===== config.mk =====
export PLATFORM = sky130hd
export DESIGN_NAME = spaf_framer
export DESIGN_NICKNAME = d
export VERILOG_FILES = /design/src/verilog/spaf_pkg.sv /design/src/verilog/spaf_framer.sv
export SDC_FILE = /design/constraint.sdc
export NUM_CORES = 1
export LEC_CHECK = 0
export ABC_AREA = 1
export BUFFER_PORTS_ARGS = -buffer_cell sky130_fd_sc_hd__clkbuf_2
export CAP_MARGIN = 10
export CORE_MARGIN = 3
export CORE_UTILIZATION = 50
export CTS_BUF_LIST = sky130_fd_sc_hd__clkbuf_2
export CTS_CLUSTER_SIZE = 16
export DETAILED_ROUTE_END_ITERATION = 7
export PLACE_DENSITY = 0.7
export SYNTH_ARGS = -nofsm -noshare
export SYNTH_HDL_FRONTEND = slang
export SYNTH_SLANG_ARGS = --single-unit

===== constraint.sdc =====
create_clock -name core_clk -period 7.3 [get_ports core_clk]
set_input_delay 0.365 -clock core_clk [delete_from_list [all_inputs] [get_ports core_clk]]
set_output_delay 0.365 -clock core_clk [all_outputs]
set_load 0.01 [all_outputs]

===== src/verilog/spaf_pkg.sv =====
// Constants, frame codes and timing figures shared by the serial packetizer and API framer.
package spaf_pkg;

  localparam int CLK_PERIOD_NS = 8;
  localparam int US_TICK_NS = 1000;
  localparam int US_TICK_CYCLES = (US_TICK_NS + CLK_PERIOD_NS - 1) / CLK_PERIOD_NS;
  localparam int MS_TICK_US = 1000;

  localparam int MAX_PAYLOAD = 64;
  localparam int IDX_W = 6;
  localparam int CNT_W = 7;
  localparam logic [CNT_W-1:0] MAX_CNT = 7'h40;

  localparam logic [7:0] API_DELIM = 8'h7e;
  localparam logic [7:0] API_CSUM_OK = 8'hff;
  localparam logic [7:0] TYPE_TX_REQ = 8'h10;
  localparam logic [7:0] TYPE_CMD = 8'h08;
  localparam logic [7:0] TYPE_RX_DATA = 8'h90;
  localparam logic [7:0] TYPE_TX_STATUS = 8'h8b;
  localparam logic [7:0] TYPE_CMD_RESP = 8'h88;
  localparam logic [7:0] TYPE_EVENT = 8'h8a;
  localparam logic [7:0] EVT_RESET = 8'h00;
  localparam logic [7:0] EVT_ASSOC = 8'h02;
  localparam logic [7:0] EVT_DISASSOC = 8'h03;

  localparam logic [8:0] LEN_RX_HDR = 9'h003;
  localparam logic [8:0] LEN_STATUS = 9'h003;
  localparam logic [8:0] LEN_EVENT = 9'h002;
  localparam logic [2:0] HDR_LAST_RX = 3'h5;
  localparam logic [2:0] HDR_LAST_STATUS = 3'h5;
  localparam logic [2:0] HDR_LAST_EVENT = 3'h4;
  localparam logic [2:0] HDR_SUM_START = 3'h3;

  typedef enum logic [4:0] {
    P_DELIM = 5'b00001,
    P_LENH = 5'b00010,
    P_LENL = 5'b00100,
    P_DATA = 5'b01000,
    P_CSUM = 5'b10000
  } spaf_parse_t;

  typedef enum logic [3:0] {
    O_IDLE = 4'b0001,
    O_HDR = 4'b0010,
    O_BODY = 4'b0100,
    O_CSUM = 4'b1000
  } spaf_out_t;

  typedef enum logic [1:0] {
    K_RX = 2'h0,
    K_STATUS = 2'h1,
    K_CMD = 2'h2,
    K_EVENT = 2'h3
  } spaf_kind_t;

endpackage


===== src/verilog/spaf_framer.sv =====
// Serial packetizer for transparent mode and API frame parser and builder.
`timescale 1ns/100ps
module spaf_framer (
  // Clock and reset
  input wire logic core_clk,
  input wire logic rst,
  // Configuration
  input wire logic api_mode_en,
  input wire logic spi_sel,
  input wire logic command_mode,
  input wire logic [7:0] packetization_timeout,
  input wire logic [15:0] guard_silence_time,
  input wire logic [7:0] escape_sequence_character,
  // Serial bytes from the host
  input wire logic ser_rx_valid,
  input wire logic [7:0] ser_rx_data,
  // Serial bytes to the host
  output logic ser_tx_valid,
  output logic [7:0] ser_tx_data,
  input wire logic ser_tx_ready,
  // Packets released toward the radio
  output logic rf_tx_valid,
  output logic [7:0] rf_tx_data,
  output logic rf_tx_last,
  output logic rf_tx_cmd,
  input wire logic rf_tx_ready,
  // Payload received by the radio
  input wire logic rf_rx_valid,
  input wire logic [7:0] rf_rx_data,
  input wire logic rf_rx_last,
  input wire logic [7:0] rf_rx_len,
  input wire logic [15:0] rf_rx_src,
  output logic rf_rx_ready,
  // Status, responses and events to report
  input wire logic tx_status_valid,
  input wire logic [7:0] tx_status_frame_id,
  input wire logic [7:0] tx_status_code,
  input wire logic cmd_resp_valid,
  input wire logic [7:0] cmd_resp_frame_id,
  input wire logic [7:0] cmd_resp_status,
  input wire logic evt_reset,
  input wire logic evt_assoc,
  input wire logic evt_disassoc,
  // Indications
  output logic api_active,
  output logic escape_detected,
  output logic rx_overflow
);

  ////////////////////////////////////////////////////////////////////////////////
  logic [6:0] us_div;
  logic [9:0] ms_div;
  logic [7:0] buffer_mem [spaf_pkg::MAX_PAYLOAD];
  logic [spaf_pkg::CNT_W-1:0] fill_cnt, send_len, esc_base;
  logic [spaf_pkg::IDX_W-1:0] rd_idx;
  logic [7:0] idle_us, in_sum;
  logic [15:0] silence_ms;
  logic [1:0] esc_cnt;
  spaf_pkg::spaf_parse_t pstate;
  logic [8:0] frame_len;
  logic us_tick, ms_tick, draining, t_acc, a_acc, wr_en, buf_full, esc_match, guard_met;
  logic rel_full, rel_to, rel_esc, esc_stale, frame_ok, drain_done;

  // SPI always forces framing, so transparent mode cannot run on it.
  assign api_active = api_mode_en | spi_sel;

  ////////////////////////////////////////////////////////////////////////////////
  // Microsecond and millisecond enables for the idle and guard timers.
  assign us_tick = (us_div == 7'(spaf_pkg::US_TICK_CYCLES - 1));
  assign ms_tick = us_tick && (ms_div == 10'(spaf_pkg::MS_TICK_US - 1));

  always_ff @(posedge core_clk) begin
    if (rst || us_tick) begin
      us_div <= 7'h00;
    end else begin
      us_div <= us_div + 7'h01;
    end
  end

  always_ff @(posedge core_clk) begin
    if (rst || ms_tick) begin
      ms_div <= 10'h000;
    end else if (us_tick) begin
      ms_div <= ms_div + 10'h001;
    end
  end

  ////////////////////////////////////////////////////////////////////////////////
  // Serial input acceptance.
  assign buf_full = draining || (fill_cnt == spaf_pkg::MAX_CNT);
  assign t_acc = ser_rx_valid && !api_active && !command_mode && !buf_full;
  assign a_acc = ser_rx_valid && api_active && !draining;
  assign wr_en = t_acc || (a_acc && pstate == spaf_pkg::P_DATA);

  always_ff @(posedge core_clk) begin
    if (rst) begin
      rx_overflow <= 1'b0;
    end else begin
      rx_overflow <= ser_rx_valid && (api_active ? draining : buf_full && !command_mode);
    end
  end

  always_ff @(posedge core_clk) begin
    if (wr_en) begin
      buffer_mem[fill_cnt[spaf_pkg::IDX_W-1:0]] <= ser_rx_data;
    end
  end

  ////////////////////////////////////////////////////////////////////////////////
  // Idle and guard timers; idle restarts on each byte taken in transparent mode, guard on each byte seen there.
  always_ff @(posedge core_clk) begin
    if (rst || t_acc || rel_full || rel_to || rel_esc) begin
      idle_us <= 8'h00;
    end else if (us_tick && idle_us != 8'hff) begin
      idle_us <= idle_us + 8'h01;
    end
  end

  // Guard silence is also counted in command mode so the next sequence can follow.
  always_ff @(posedge core_clk) begin
    if (rst || (ser_rx_valid && !api_active)) begin
      silence_ms <= 16'h0000;
    end else if (ms_tick && silence_ms != 16'hffff) begin
      silence_ms <= silence_ms + 16'h0001;
    end
  end

  assign guard_met = (silence_ms >= guard_silence_time);
  assign esc_match = (ser_rx_data == escape_sequence_character) &&
                     ((esc_cnt == 2'h0 && guard_met) || (esc_cnt != 2'h0 && esc_cnt != 2'h3));

  // Escape characters sit in the buffer until the trailing guard proves the sequence.
  always_ff @(posedge core_clk) begin
    if (rst || rel_full || rel_esc || esc_stale) begin
      esc_cnt <= 2'h0;
    end else if (t_acc) begin
      esc_cnt <= esc_match ? esc_cnt + 2'h1 : 2'h0;
    end
  end

  always_ff @(posedge core_clk) begin
    if (rst) begin
      esc_base <= '0;
    end else if (t_acc && esc_match && esc_cnt == 2'h0) begin
      esc_base <= fill_cnt;
    end
  end

  ////////////////////////////////////////////////////////////////////////////////
  // Release triggers for transparent mode.
  assign rel_full = !api_active && !draining && fill_cnt == spaf_pkg::MAX_CNT;
  assign rel_esc = !api_active && !draining && !t_acc && esc_cnt == 2'h3 && guard_met;
  assign esc_stale = !t_acc && esc_cnt != 2'h0 && esc_cnt != 2'h3 && guard_met;
  assign rel_to = !api_active && !draining && !rel_full && fill_cnt != '0 &&
                  esc_cnt == 2'h0 && !t_acc &&
                  (packetization_timeout == 8'h00 ||
                   idle_us >= packetization_timeout);

  always_ff @(posedge core_clk) begin
    if (rst) begin
      escape_detected <= 1'b0;
    end else begin
      escape_detected <= rel_esc;
    end
  end

  ////////////////////////////////////////////////////////////////////////////////
  // Host frame parser: delimiter, length, frame data, checksum.
  assign frame_ok = (in_sum + ser_rx_data == spaf_pkg::API_CSUM_OK) &&
                    (buffer_mem[0] == spaf_pkg::TYPE_TX_REQ ||
                     buffer_mem[0] == spaf_pkg::TYPE_CMD);

  always_ff @(posedge core_clk) begin
    if (rst || !api_active) begin
      pstate <= spaf_pkg::P_DELIM;
    end else if (a_acc) begin
      unique case (pstate)
        spaf_pkg::P_DELIM: begin
          if (ser_rx_data == spaf_pkg::API_DELIM) begin
            pstate <= spaf_pkg::P_LENH;
          end
        end
        spaf_pkg::P_LENH: begin
          pstate <= spaf_pkg::P_LENL;
        end
        spaf_pkg::P_LENL: begin
          if ({frame_len[8], ser_rx_data} == 9'h000 ||
              {frame_len[8], ser_rx_data} > 9'(spaf_pkg::MAX_PAYLOAD)) begin
            pstate <= spaf_pkg::P_DELIM;
          end else begin
            pstate <= spaf_pkg::P_DATA;
          end
        end
        spaf_pkg::P_DATA: begin
          if (9'(fill_cnt) + 9'h001 == frame_len) begin
            pstate <= spaf_pkg::P_CSUM;
          end
        end
        spaf_pkg::P_CSUM: begin
          pstate <= spaf_pkg::P_DELIM;
        end
      endcase
    end
  end

  always_ff @(posedge core_clk) begin
    if (rst) begin
      frame_len <= 9'h000;
      in_sum <= 8'h00;
    end else if (a_acc) begin
      if (pstate == spaf_pkg::P_LENH) begin
        frame_len <= {|ser_rx_data, 8'h00};
      end else if (pstate == spaf_pkg::P_LENL) begin
        frame_len <= {frame_len[8], ser_rx_data};
        in_sum <= 8'h00;
      end else if (pstate == spaf_pkg::P_DATA) begin
        in_sum <= in_sum + ser_rx_data;
      end
    end
  end

  ////////////////////////////////////////////////////////////////////////////////
  // Buffer fill count and the drain toward the radio.
  assign drain_done = rf_tx_valid && rf_tx_ready && rf_tx_last;

  always_ff @(posedge core_clk) begin
    if (rst) begin
      fill_cnt <= '0;
      draining <= 1'b0;
      send_len <= '0;
      rf_tx_cmd <= 1'b0;
    end else if (drain_done) begin
      fill_cnt <= '0;
      draining <= 1'b0;
    end else if (rel_esc) begin
      fill_cnt <= esc_base;
      send_len <= esc_base;
      draining <= (esc_base != '0);
      rf_tx_cmd <= 1'b0;
    end else if (rel_full || rel_to) begin
      send_len <= fill_cnt;
      draining <= 1'b1;
      rf_tx_cmd <= 1'b0;
    end else if (a_acc && pstate == spaf_pkg::P_CSUM) begin
      send_len <= fill_cnt;
      draining <= frame_ok;
      rf_tx_cmd <= (buffer_mem[0] == spaf_pkg::TYPE_CMD);
      if (!frame_ok) begin
        fill_cnt <= '0;
      end
    end else if (a_acc && pstate == spaf_pkg::P_LENL) begin
      fill_cnt <= '0;
    end else if (wr_en) begin
      fill_cnt <= fill_cnt + 7'h01;
    end
  end

  always_ff @(posedge core_clk) begin
    if (rst || !draining) begin
      rd_idx <= '0;
    end else if (rf_tx_valid && rf_tx_ready) begin
      rd_idx <= rd_idx + 6'h01;
    end
  end

  assign rf_tx_valid = draining;
  assign rf_tx_data = buffer_mem[rd_idx];
  assign rf_tx_last = draining && (7'(rd_idx) + 7'h01 == send_len);

  ////////////////////////////////////////////////////////////////////////////////
  // Frames and raw bytes toward the host.
  spaf_pkg::spaf_out_t ostate;
  spaf_pkg::spaf_kind_t okind;
  logic [2:0] hdr_idx, ev_pend, hdr_last;
  logic [7:0] f_a, f_b, f_c, out_sum, st_id, st_code, cr_id, cr_code, next_byte;
  logic [8:0] f_len;
  logic st_pend, cr_pend, load, take;

  function automatic logic [7:0] spaf_hdr_byte(input logic [2:0] idx, input logic [8:0] len,
                                               input logic [7:0] a, input logic [7:0] b,
                                               input logic [7:0] c);
    logic [7:0] r;
    r = 8'h00;
    unique case (idx)
      3'h0: r = spaf_pkg::API_DELIM;
      3'h1: r = {7'h00, len[8]};
      3'h2: r = len[7:0];
      3'h3: r = a;
      3'h4: r = b;
      default: r = c;
    endcase
    return r;
  endfunction

  assign load = !ser_tx_valid || ser_tx_ready;
  assign hdr_last = (okind == spaf_pkg::K_EVENT) ? spaf_pkg::HDR_LAST_EVENT :
                    (okind == spaf_pkg::K_RX) ? spaf_pkg::HDR_LAST_RX : spaf_pkg::HDR_LAST_STATUS;

  always_comb begin
    next_byte = 8'h00;
    take = 1'b0;
    rf_rx_ready = 1'b0;
    unique case (ostate)
      spaf_pkg::O_IDLE: begin
        rf_rx_ready = !api_active && load;
        take = !api_active && load && rf_rx_valid;
        next_byte = rf_rx_data;
      end
      spaf_pkg::O_HDR: begin
        take = load;
        next_byte = spaf_hdr_byte(hdr_idx, f_len, f_a, f_b, f_c);
      end
      spaf_pkg::O_BODY: begin
        rf_rx_ready = load;
        take = load && rf_rx_valid;
        next_byte = rf_rx_data;
      end
      spaf_pkg::O_CSUM: begin
        take = load;
        next_byte = spaf_pkg::API_CSUM_OK - out_sum;
      end
    endcase
  end

  always_ff @(posedge core_clk) begin
    if (rst) begin
      ser_tx_valid <= 1'b0;
      ser_tx_data <= 8'h00;
    end else if (load) begin
      ser_tx_valid <= take;
      ser_tx_data <= next_byte;
    end
  end

  // Reports arriving while their earlier copy is being sent are kept; the set wins.
  always_ff @(posedge core_clk) begin
    if (rst) begin
      st_pend <= 1'b0;
      cr_pend <= 1'b0;
      ev_pend <= 3'h0;
      st_id <= 8'h00;
      st_code <= 8'h00;
      cr_id <= 8'h00;
      cr_code <= 8'h00;
    end else begin
      if (ostate == spaf_pkg::O_IDLE && api_active && ev_pend == 3'h0) begin
        cr_pend <= cr_pend && st_pend;
        st_pend <= 1'b0;
      end
      if (tx_status_valid) begin
        st_pend <= 1'b1;
        st_id <= tx_status_frame_id;
        st_code <= tx_status_code;
      end
      if (cmd_resp_valid) begin
        cr_pend <= 1'b1;
        cr_id <= cmd_resp_frame_id;
        cr_code <= cmd_resp_status;
      end
      ev_pend <= (ostate == spaf_pkg::O_IDLE && api_active ? ev_pend & (ev_pend - 3'h1) : ev_pend)
                 | {evt_disassoc, evt_assoc, evt_reset};
    end
  end

  always_ff @(posedge core_clk) begin
    if (rst) begin
      ostate <= spaf_pkg::O_IDLE;
      okind <= spaf_pkg::K_RX;
      hdr_idx <= 3'h0;
      f_a <= 8'h00;
      f_b <= 8'h00;
      f_c <= 8'h00;
      f_len <= 9'h000;
      out_sum <= 8'h00;
    end else begin
      unique case (ostate)
        spaf_pkg::O_IDLE: begin
          hdr_idx <= 3'h0;
          out_sum <= 8'h00;
          if (api_active) begin
            if (ev_pend != 3'h0) begin
              ostate <= spaf_pkg::O_HDR;
              okind <= spaf_pkg::K_EVENT;
              f_len <= spaf_pkg::LEN_EVENT;
              f_a <= spaf_pkg::TYPE_EVENT;
              f_b <= ev_pend[0] ? spaf_pkg::EVT_RESET :
                     ev_pend[1] ? spaf_pkg::EVT_ASSOC : spaf_pkg::EVT_DISASSOC;
            end else if (st_pend || cr_pend) begin
              ostate <= spaf_pkg::O_HDR;
              okind <= st_pend ? spaf_pkg::K_STATUS : spaf_pkg::K_CMD;
              f_len <= spaf_pkg::LEN_STATUS;
              f_a <= st_pend ? spaf_pkg::TYPE_TX_STATUS : spaf_pkg::TYPE_CMD_RESP;
              f_b <= st_pend ? st_id : cr_id;
              f_c <= st_pend ? st_code : cr_code;
            end else if (rf_rx_valid) begin
              ostate <= spaf_pkg::O_HDR;
              okind <= spaf_pkg::K_RX;
              f_len <= spaf_pkg::LEN_RX_HDR + {1'b0, rf_rx_len};
              f_a <= spaf_pkg::TYPE_RX_DATA;
              f_b <= rf_rx_src[15:8];
              f_c <= rf_rx_src[7:0];
            end
          end
        end
        spaf_pkg::O_HDR: begin
          if (take) begin
            hdr_idx <= hdr_idx + 3'h1;
            if (hdr_idx >= spaf_pkg::HDR_SUM_START) begin
              out_sum <= out_sum + next_byte;
            end
            if (hdr_idx == hdr_last) begin
              ostate <= (okind == spaf_pkg::K_RX) ? spaf_pkg::O_BODY : spaf_pkg::O_CSUM;
            end
          end
        end
        spaf_pkg::O_BODY: begin
          if (take) begin
            out_sum <= out_sum + next_byte;
            if (rf_rx_last) begin
              ostate <= spaf_pkg::O_CSUM;
            end
          end
        end
        spaf_pkg::O_CSUM: begin
          if (take) begin
            ostate <= spaf_pkg::O_IDLE;
          end
        end
      endcase
    end
  end

endmodule


# == Yosys cells after proc, flatten, opt, wreduce, memory -nomap -nowiden ==
# Memory sizes are Yosys's and may differ from the RTL's. A register that Yosys moved wholly into a read port is not among the register bits.
# Index checks and enable logic that the tools add are counted.
# W data, S select, Z words.
# totals
ff_bits,192
mem_bits_rw,512
out_inout_bits,24
memories,1
# classes
n_reduce_logical,104
muxes,76
eq_ne,41
order_cmp,4
n_bitwise,6
n_addsub,15
# memory_table
name,words,word_bits,rd,rd_clocked_by_memory_dff,write_ports,line,text
buffer_mem,64,8,2,1,1,spaf_framer.sv:53,logic [7:0] buffer_mem [spaf_pkg::MAX_PAYLOAD];
# op_table
cell,n
$mux W8,16
$mux W7,9
$pmux W8 S3,2
$mux W4,11
$logic_and A1 B1 Y1,41
$pmux W8 S5,1
$mux W9,4
$pmux W5 S5,1
$ne A2 B2 Y1 const B,11
$logic_or A1 B1 Y1,21
$add A16 B1 Y16 const B,1
$add A8 B8 Y8,2
$ge A16 B16 Y1,1
$ne A16 B16 Y1 const B,1
$pmux W4 S4,1
$mux W1,15
$add A7 B1 Y7 const B,2
$eq A7 B7 Y1 const B,2
$mux W2,7
$reduce_bool A2 Y1,7
$reduce_bool A7 Y1,2
$mux W6,2
$reduce_and A3 Y1,4
$reduce_bool A3 Y1,4
58 further kinds,78

# == Depth between registers and ports, before layout ==
# logic_depth
word_depth,13
ltp_mapped,21
ltp_nobuf,21

# == Least setup slack after synthesis ==
# Ideal clock, no wire load.
# synth_timing
path_kind,reg-to-reg
startpoint,reg hdr_idx[2]
endpoint,reg out_sum[6]
path_stages_with_launch,22
setup_time_ps,70
arrival_ps,2607
n_path_buf,0
synth_period_minus_slack_ps,2677
setup_slack_ps,4623
cell_sequence,dfxtp_1 -> clkinv_1 -> ha_1 -> inv_1 -> nand4_1 -> inv_1 -> a21oi_1 -> nand2_1 -> nand2_1 -> inv_1 -> ha_1 -> inv_1 -> fa_1 -> nor2_1 -> o21ai_0 -> nand2_1 -> nand2_1 -> nand2_1 -> a21oi_1 -> xnor2_1 -> nand2_1 -> a21oi_1
# synth_between
elab_chain_cells,7
# synth_rtl
element,line,text
from (decl),spaf_framer.sv:274,"logic [2:0] hdr_idx, ev_pend, hdr_last;"
from (signal assigned),spaf_framer.sv:407,hdr_idx <= hdr_idx + 3'h1;
"$eq A3 B3 Y1, or another cell as far along",spaf_framer.sv:284,unique case (idx)
$pmux W8 S5 *,spaf_framer.sv:284,
$pmux W8 S3 *,spaf_framer.sv:303,unique case (ostate)
named net next_byte[0],spaf_framer.sv:275,"logic [7:0] f_a, f_b, f_c, out_sum, st_id, st_code, cr_id, cr_code, next_byte;"
$add A8 B8 Y8 *,"spaf_framer.sv:409, spaf_framer.sv:418",
$mux W8,spaf_framer.sv:408,if (hdr_idx >= spaf_pkg::HDR_SUM_START) begin
$mux W8,spaf_framer.sv:406,if (take) begin
$pmux W8 S3 *,spaf_framer.sv:376,unique case (ostate)
to (signal assigned),spaf_framer.sv:409,out_sum <= out_sum + next_byte;
to (signal assigned),spaf_framer.sv:418,out_sum <= out_sum + next_byte;
to (decl),spaf_framer.sv:275,
# Mark *: on every way through the listed nets, which the timed path passes. The rest lies on a longest branch. The select of a mux whose other input is x is not followed.
# A chain may end at the register's enable or synchronous reset.

==> reports/results.tsv <==
metric	value	unit
fillCellCount	5016	
ys_seq_area_frac	0.6156	
multi_input_area	10510	um^2
track_usage	0.2829	
grt_max_degree	169	
fin_nets	3800	
cap_violations	0	
cpPeakStageDelay	0.80	ns
dpl.hpwl	52680	um
register_area	19270	um^2
htreeDepth	4	
utilization	0.6008	
worst_slew_pin_slew	1.219	ns
worstHoldPathType	input pin to flop	
status	finished clean	
worst_slew_margin_rel	0.1874	
power	8.292	mW
port-buffer-count	142	
core_area	61830	um^2
crit_family	buffers and inverters	
cp_num_buf_inv	3	
synthTopCellsByArea	edfxtp_1 49%, dfxtp_1 12%, nor2_1 6.4%	
ys_types	63	
p_leak	14.17	nW
areaGrowthSynthToFinish	18.75	%
cts-resized-gates	0	
synthArstFlopShare	0	
grt_pass1_wl	145900	um
synth-seq-cells	706	
yosysTopAreaCell	edfxtp_1	
synth_nets	3306	
synth.avg_cell_area	9.991	um^2
wirelength	93340	um
drc_errors	0	
fin_area	37150	um^2
place_inst	3991	
fin_skew	0.1382	ns
via_count	26480	
slowest_stage	inv_6	
routed_via_density	5.748	
clock-root-buffer	clkbuf_2	
post-route-min-period	5.486	ns
wl_per_cell	20.26	um
peakVddDrop	0.0001895	V
grt-ovfl-total	0	
finalHoldViolCount	0	
clock_latency	1.42	ns
critical_path_required	6.93	ns
drt_iter0_drc	2661	
worstPathCellList	inv_6, buf_4, o21ai_0, o22ai_1, o21ai_0, o221ai_1, nand3_1, nand2_1, clkbuf_2	
power_density	223.2	nW/um^2
cts_sinks	706	
rsz0062_at_grt	no	
criticalPathCategory	flop to output port	
path_clk_slew	0.11	ns
finalSetupViolCount	0	
firstDrtPassIters	8	
die_area	65600	um^2
io_pins	143	
pre_cts_ws	3.300	ns
placed_area	32610	um^2
die_h	256.1	um
yosysTopAreaCellShare	0.4915	
cp_max_fo	168	
fp.dieW	256.1	um
row_count	91	
ys_warn_count	0	
grt_pass1_vias	26910	
arrival	5.12	ns
cp-end-kind	output port	
start_util	0.5060	
drive_gt1_frac	0.1404	
antenna_found_initial	7	
cpMostUsedCell	o21ai_0	
holdWs	0.1311	ns
timing.final.crit_share	0.7516	
tns	0	ns
slew_violations	0	
place.gp.congestion	0.9193	
fin_cells	4607	
max_freq	182.3	MHz
synth_ff_type	edfxtp_1	
cts_setup_buffers	0	
netlist_instances	3131	
syn_area	31280	um^2
setup_ws	1.814	ns
cts_max_path_buffers	3	
ant_nets	0	
cts_tree	built	
cts_made_buffers	175	
synth_edf_count	512	
cp-start-kind	flop	
## cells in the final DEF, fill, tap and decap left out, types with 14 or more instances in the layout
cell type and n:
o21bai_1 18, clkinv_1 36, clkbuf_2 406, xnor2_1 14, inv_2 20, nand3_1 91, a21oi_1 148, edfxtp_1 512
inv_1 207, nand2_1 371, ha_1 54, nand4_1 25, o211ai_1 36, nor2_1 537, o21ai_1 31, o22ai_1 130
buf_4 27, dlygate4sd3_1 294, xor2_1 19, o221ai_1 18, dfxtp_1 191, nor3_1 37, o21ai_0 401, nand2_2 14
## area by class of cell
type | count | area share
clock inverters | 49 | 0.006736
well taps | 837 | 0.02819
diodes | 9 | 0.0006063
repair buffers | 463 | 0.1038
flip-flops and latches | 706 | 0.5187
clock buffers | 264 | 0.03557
multi-input cells | 2050 | 0.2829
inverters | 229 | 0.02348
## Yosys cell counts, drive strengths merged (3+ instances only)
| cell | count |
|---|---|
| o21ai | 432 |
| nand3b | 13 |
| nor3 | 41 |
| edfxtp | 512 |
| buf | 41 |
| a221oi | 11 |
| nor4 | 9 |
| nand3 | 98 |
| clkbuf | 105 |
| or2 | 7 |
| xor2 | 19 |
| nor2 | 552 |
| ha | 54 |
| nand4 | 27 |
| a22oi | 6 |
| dfxtp | 194 |
| o21bai | 18 |
| o211ai | 36 |
| nand2 | 387 |
| inv | 225 |
| nor3b | 6 |
| a21oi | 149 |
| a21boi | 3 |
| clkinv | 4 |
| o221ai | 18 |
| o22ai | 130 |
| xnor2 | 14 |
| o21a | 3 |
## kinds of logic after synthesis
logic type      share of synthesized area
compound gates                     0.1465
xor+xnor                         0.009239
buf+inv                           0.04840
fa+ha+maj                         0.02288
flops                              0.6156
simple gates                       0.1573
## worst register-to-register path, stage by stage, from the launching register on
cell           delay (ns)
dfxtp_1              0.39
ha_1                 0.27
a21oi_1              0.12
dlygate4sd3_1        0.55
o21ai_0              0.08
dlygate4sd3_1        0.57
a21oi_1              0.28
dlygate4sd3_1        0.66
nand3_2              0.08
dlygate4sd3_1        0.66
nand2_8              0.18
inv_8                0.09
nor2_1               0.16
nand3_1              0.11
a21oi_1              0.13
dlygate4sd3_1        0.55
## routing by layer
metal	global-route usage	vias to the layer above	wire, um
met2	0.4694	1443	44640
met3	0.05956	388	8257
met5	0	-	0
met1	0.3458	12510	35290
met4	0.1570	0	5153
li1	-	12140	-
## state kept, by name, indices dropped and copies added (netlist names), 9 cells and up, named ones only
register    count
ms_div         10
buffer_mem    512
f_len           9
frame_len       9
silence_ms     16
## final timing paths
check / endpoint / start / slack [ns] / depth (start not counted)
worst max-delay path: rf_tx_data[1] / flop / 1.81 / 9
worst max register to register: esc_cnt[1]$_SDFFE_PP0P_ / silence_ms[15]$_SDFFE_PP0P_ / 2.39 / 15
worst min-delay path: buffer_mem[63][2]$_DFFE_PP_ / ser_rx_data[2] / 0.13 / 3
worst min register to register: us_div[0]$_SDFF_PP0_ / us_div[0]$_SDFF_PP0_ / 0.46 / 1
## what timing repair did
| item | in CTS | in global routing |
|---|---|---|
| setup endpoints to repair | 0 | 0 |
| hold buffers | 294 | 0 |
| hold endpoints to repair | 727 | 0 |
## power by group
part / total, mW / internal (mW) / switching (mW)
Combinational: 1.22 / 0.466 / 0.749
Sequential: 4.44 / 4.37 / 0.0679
Clock: 2.64 / 1.00 / 1.63
Total: 8.29 / 5.84 / 2.45
Power figures use the tool's default switching activity.
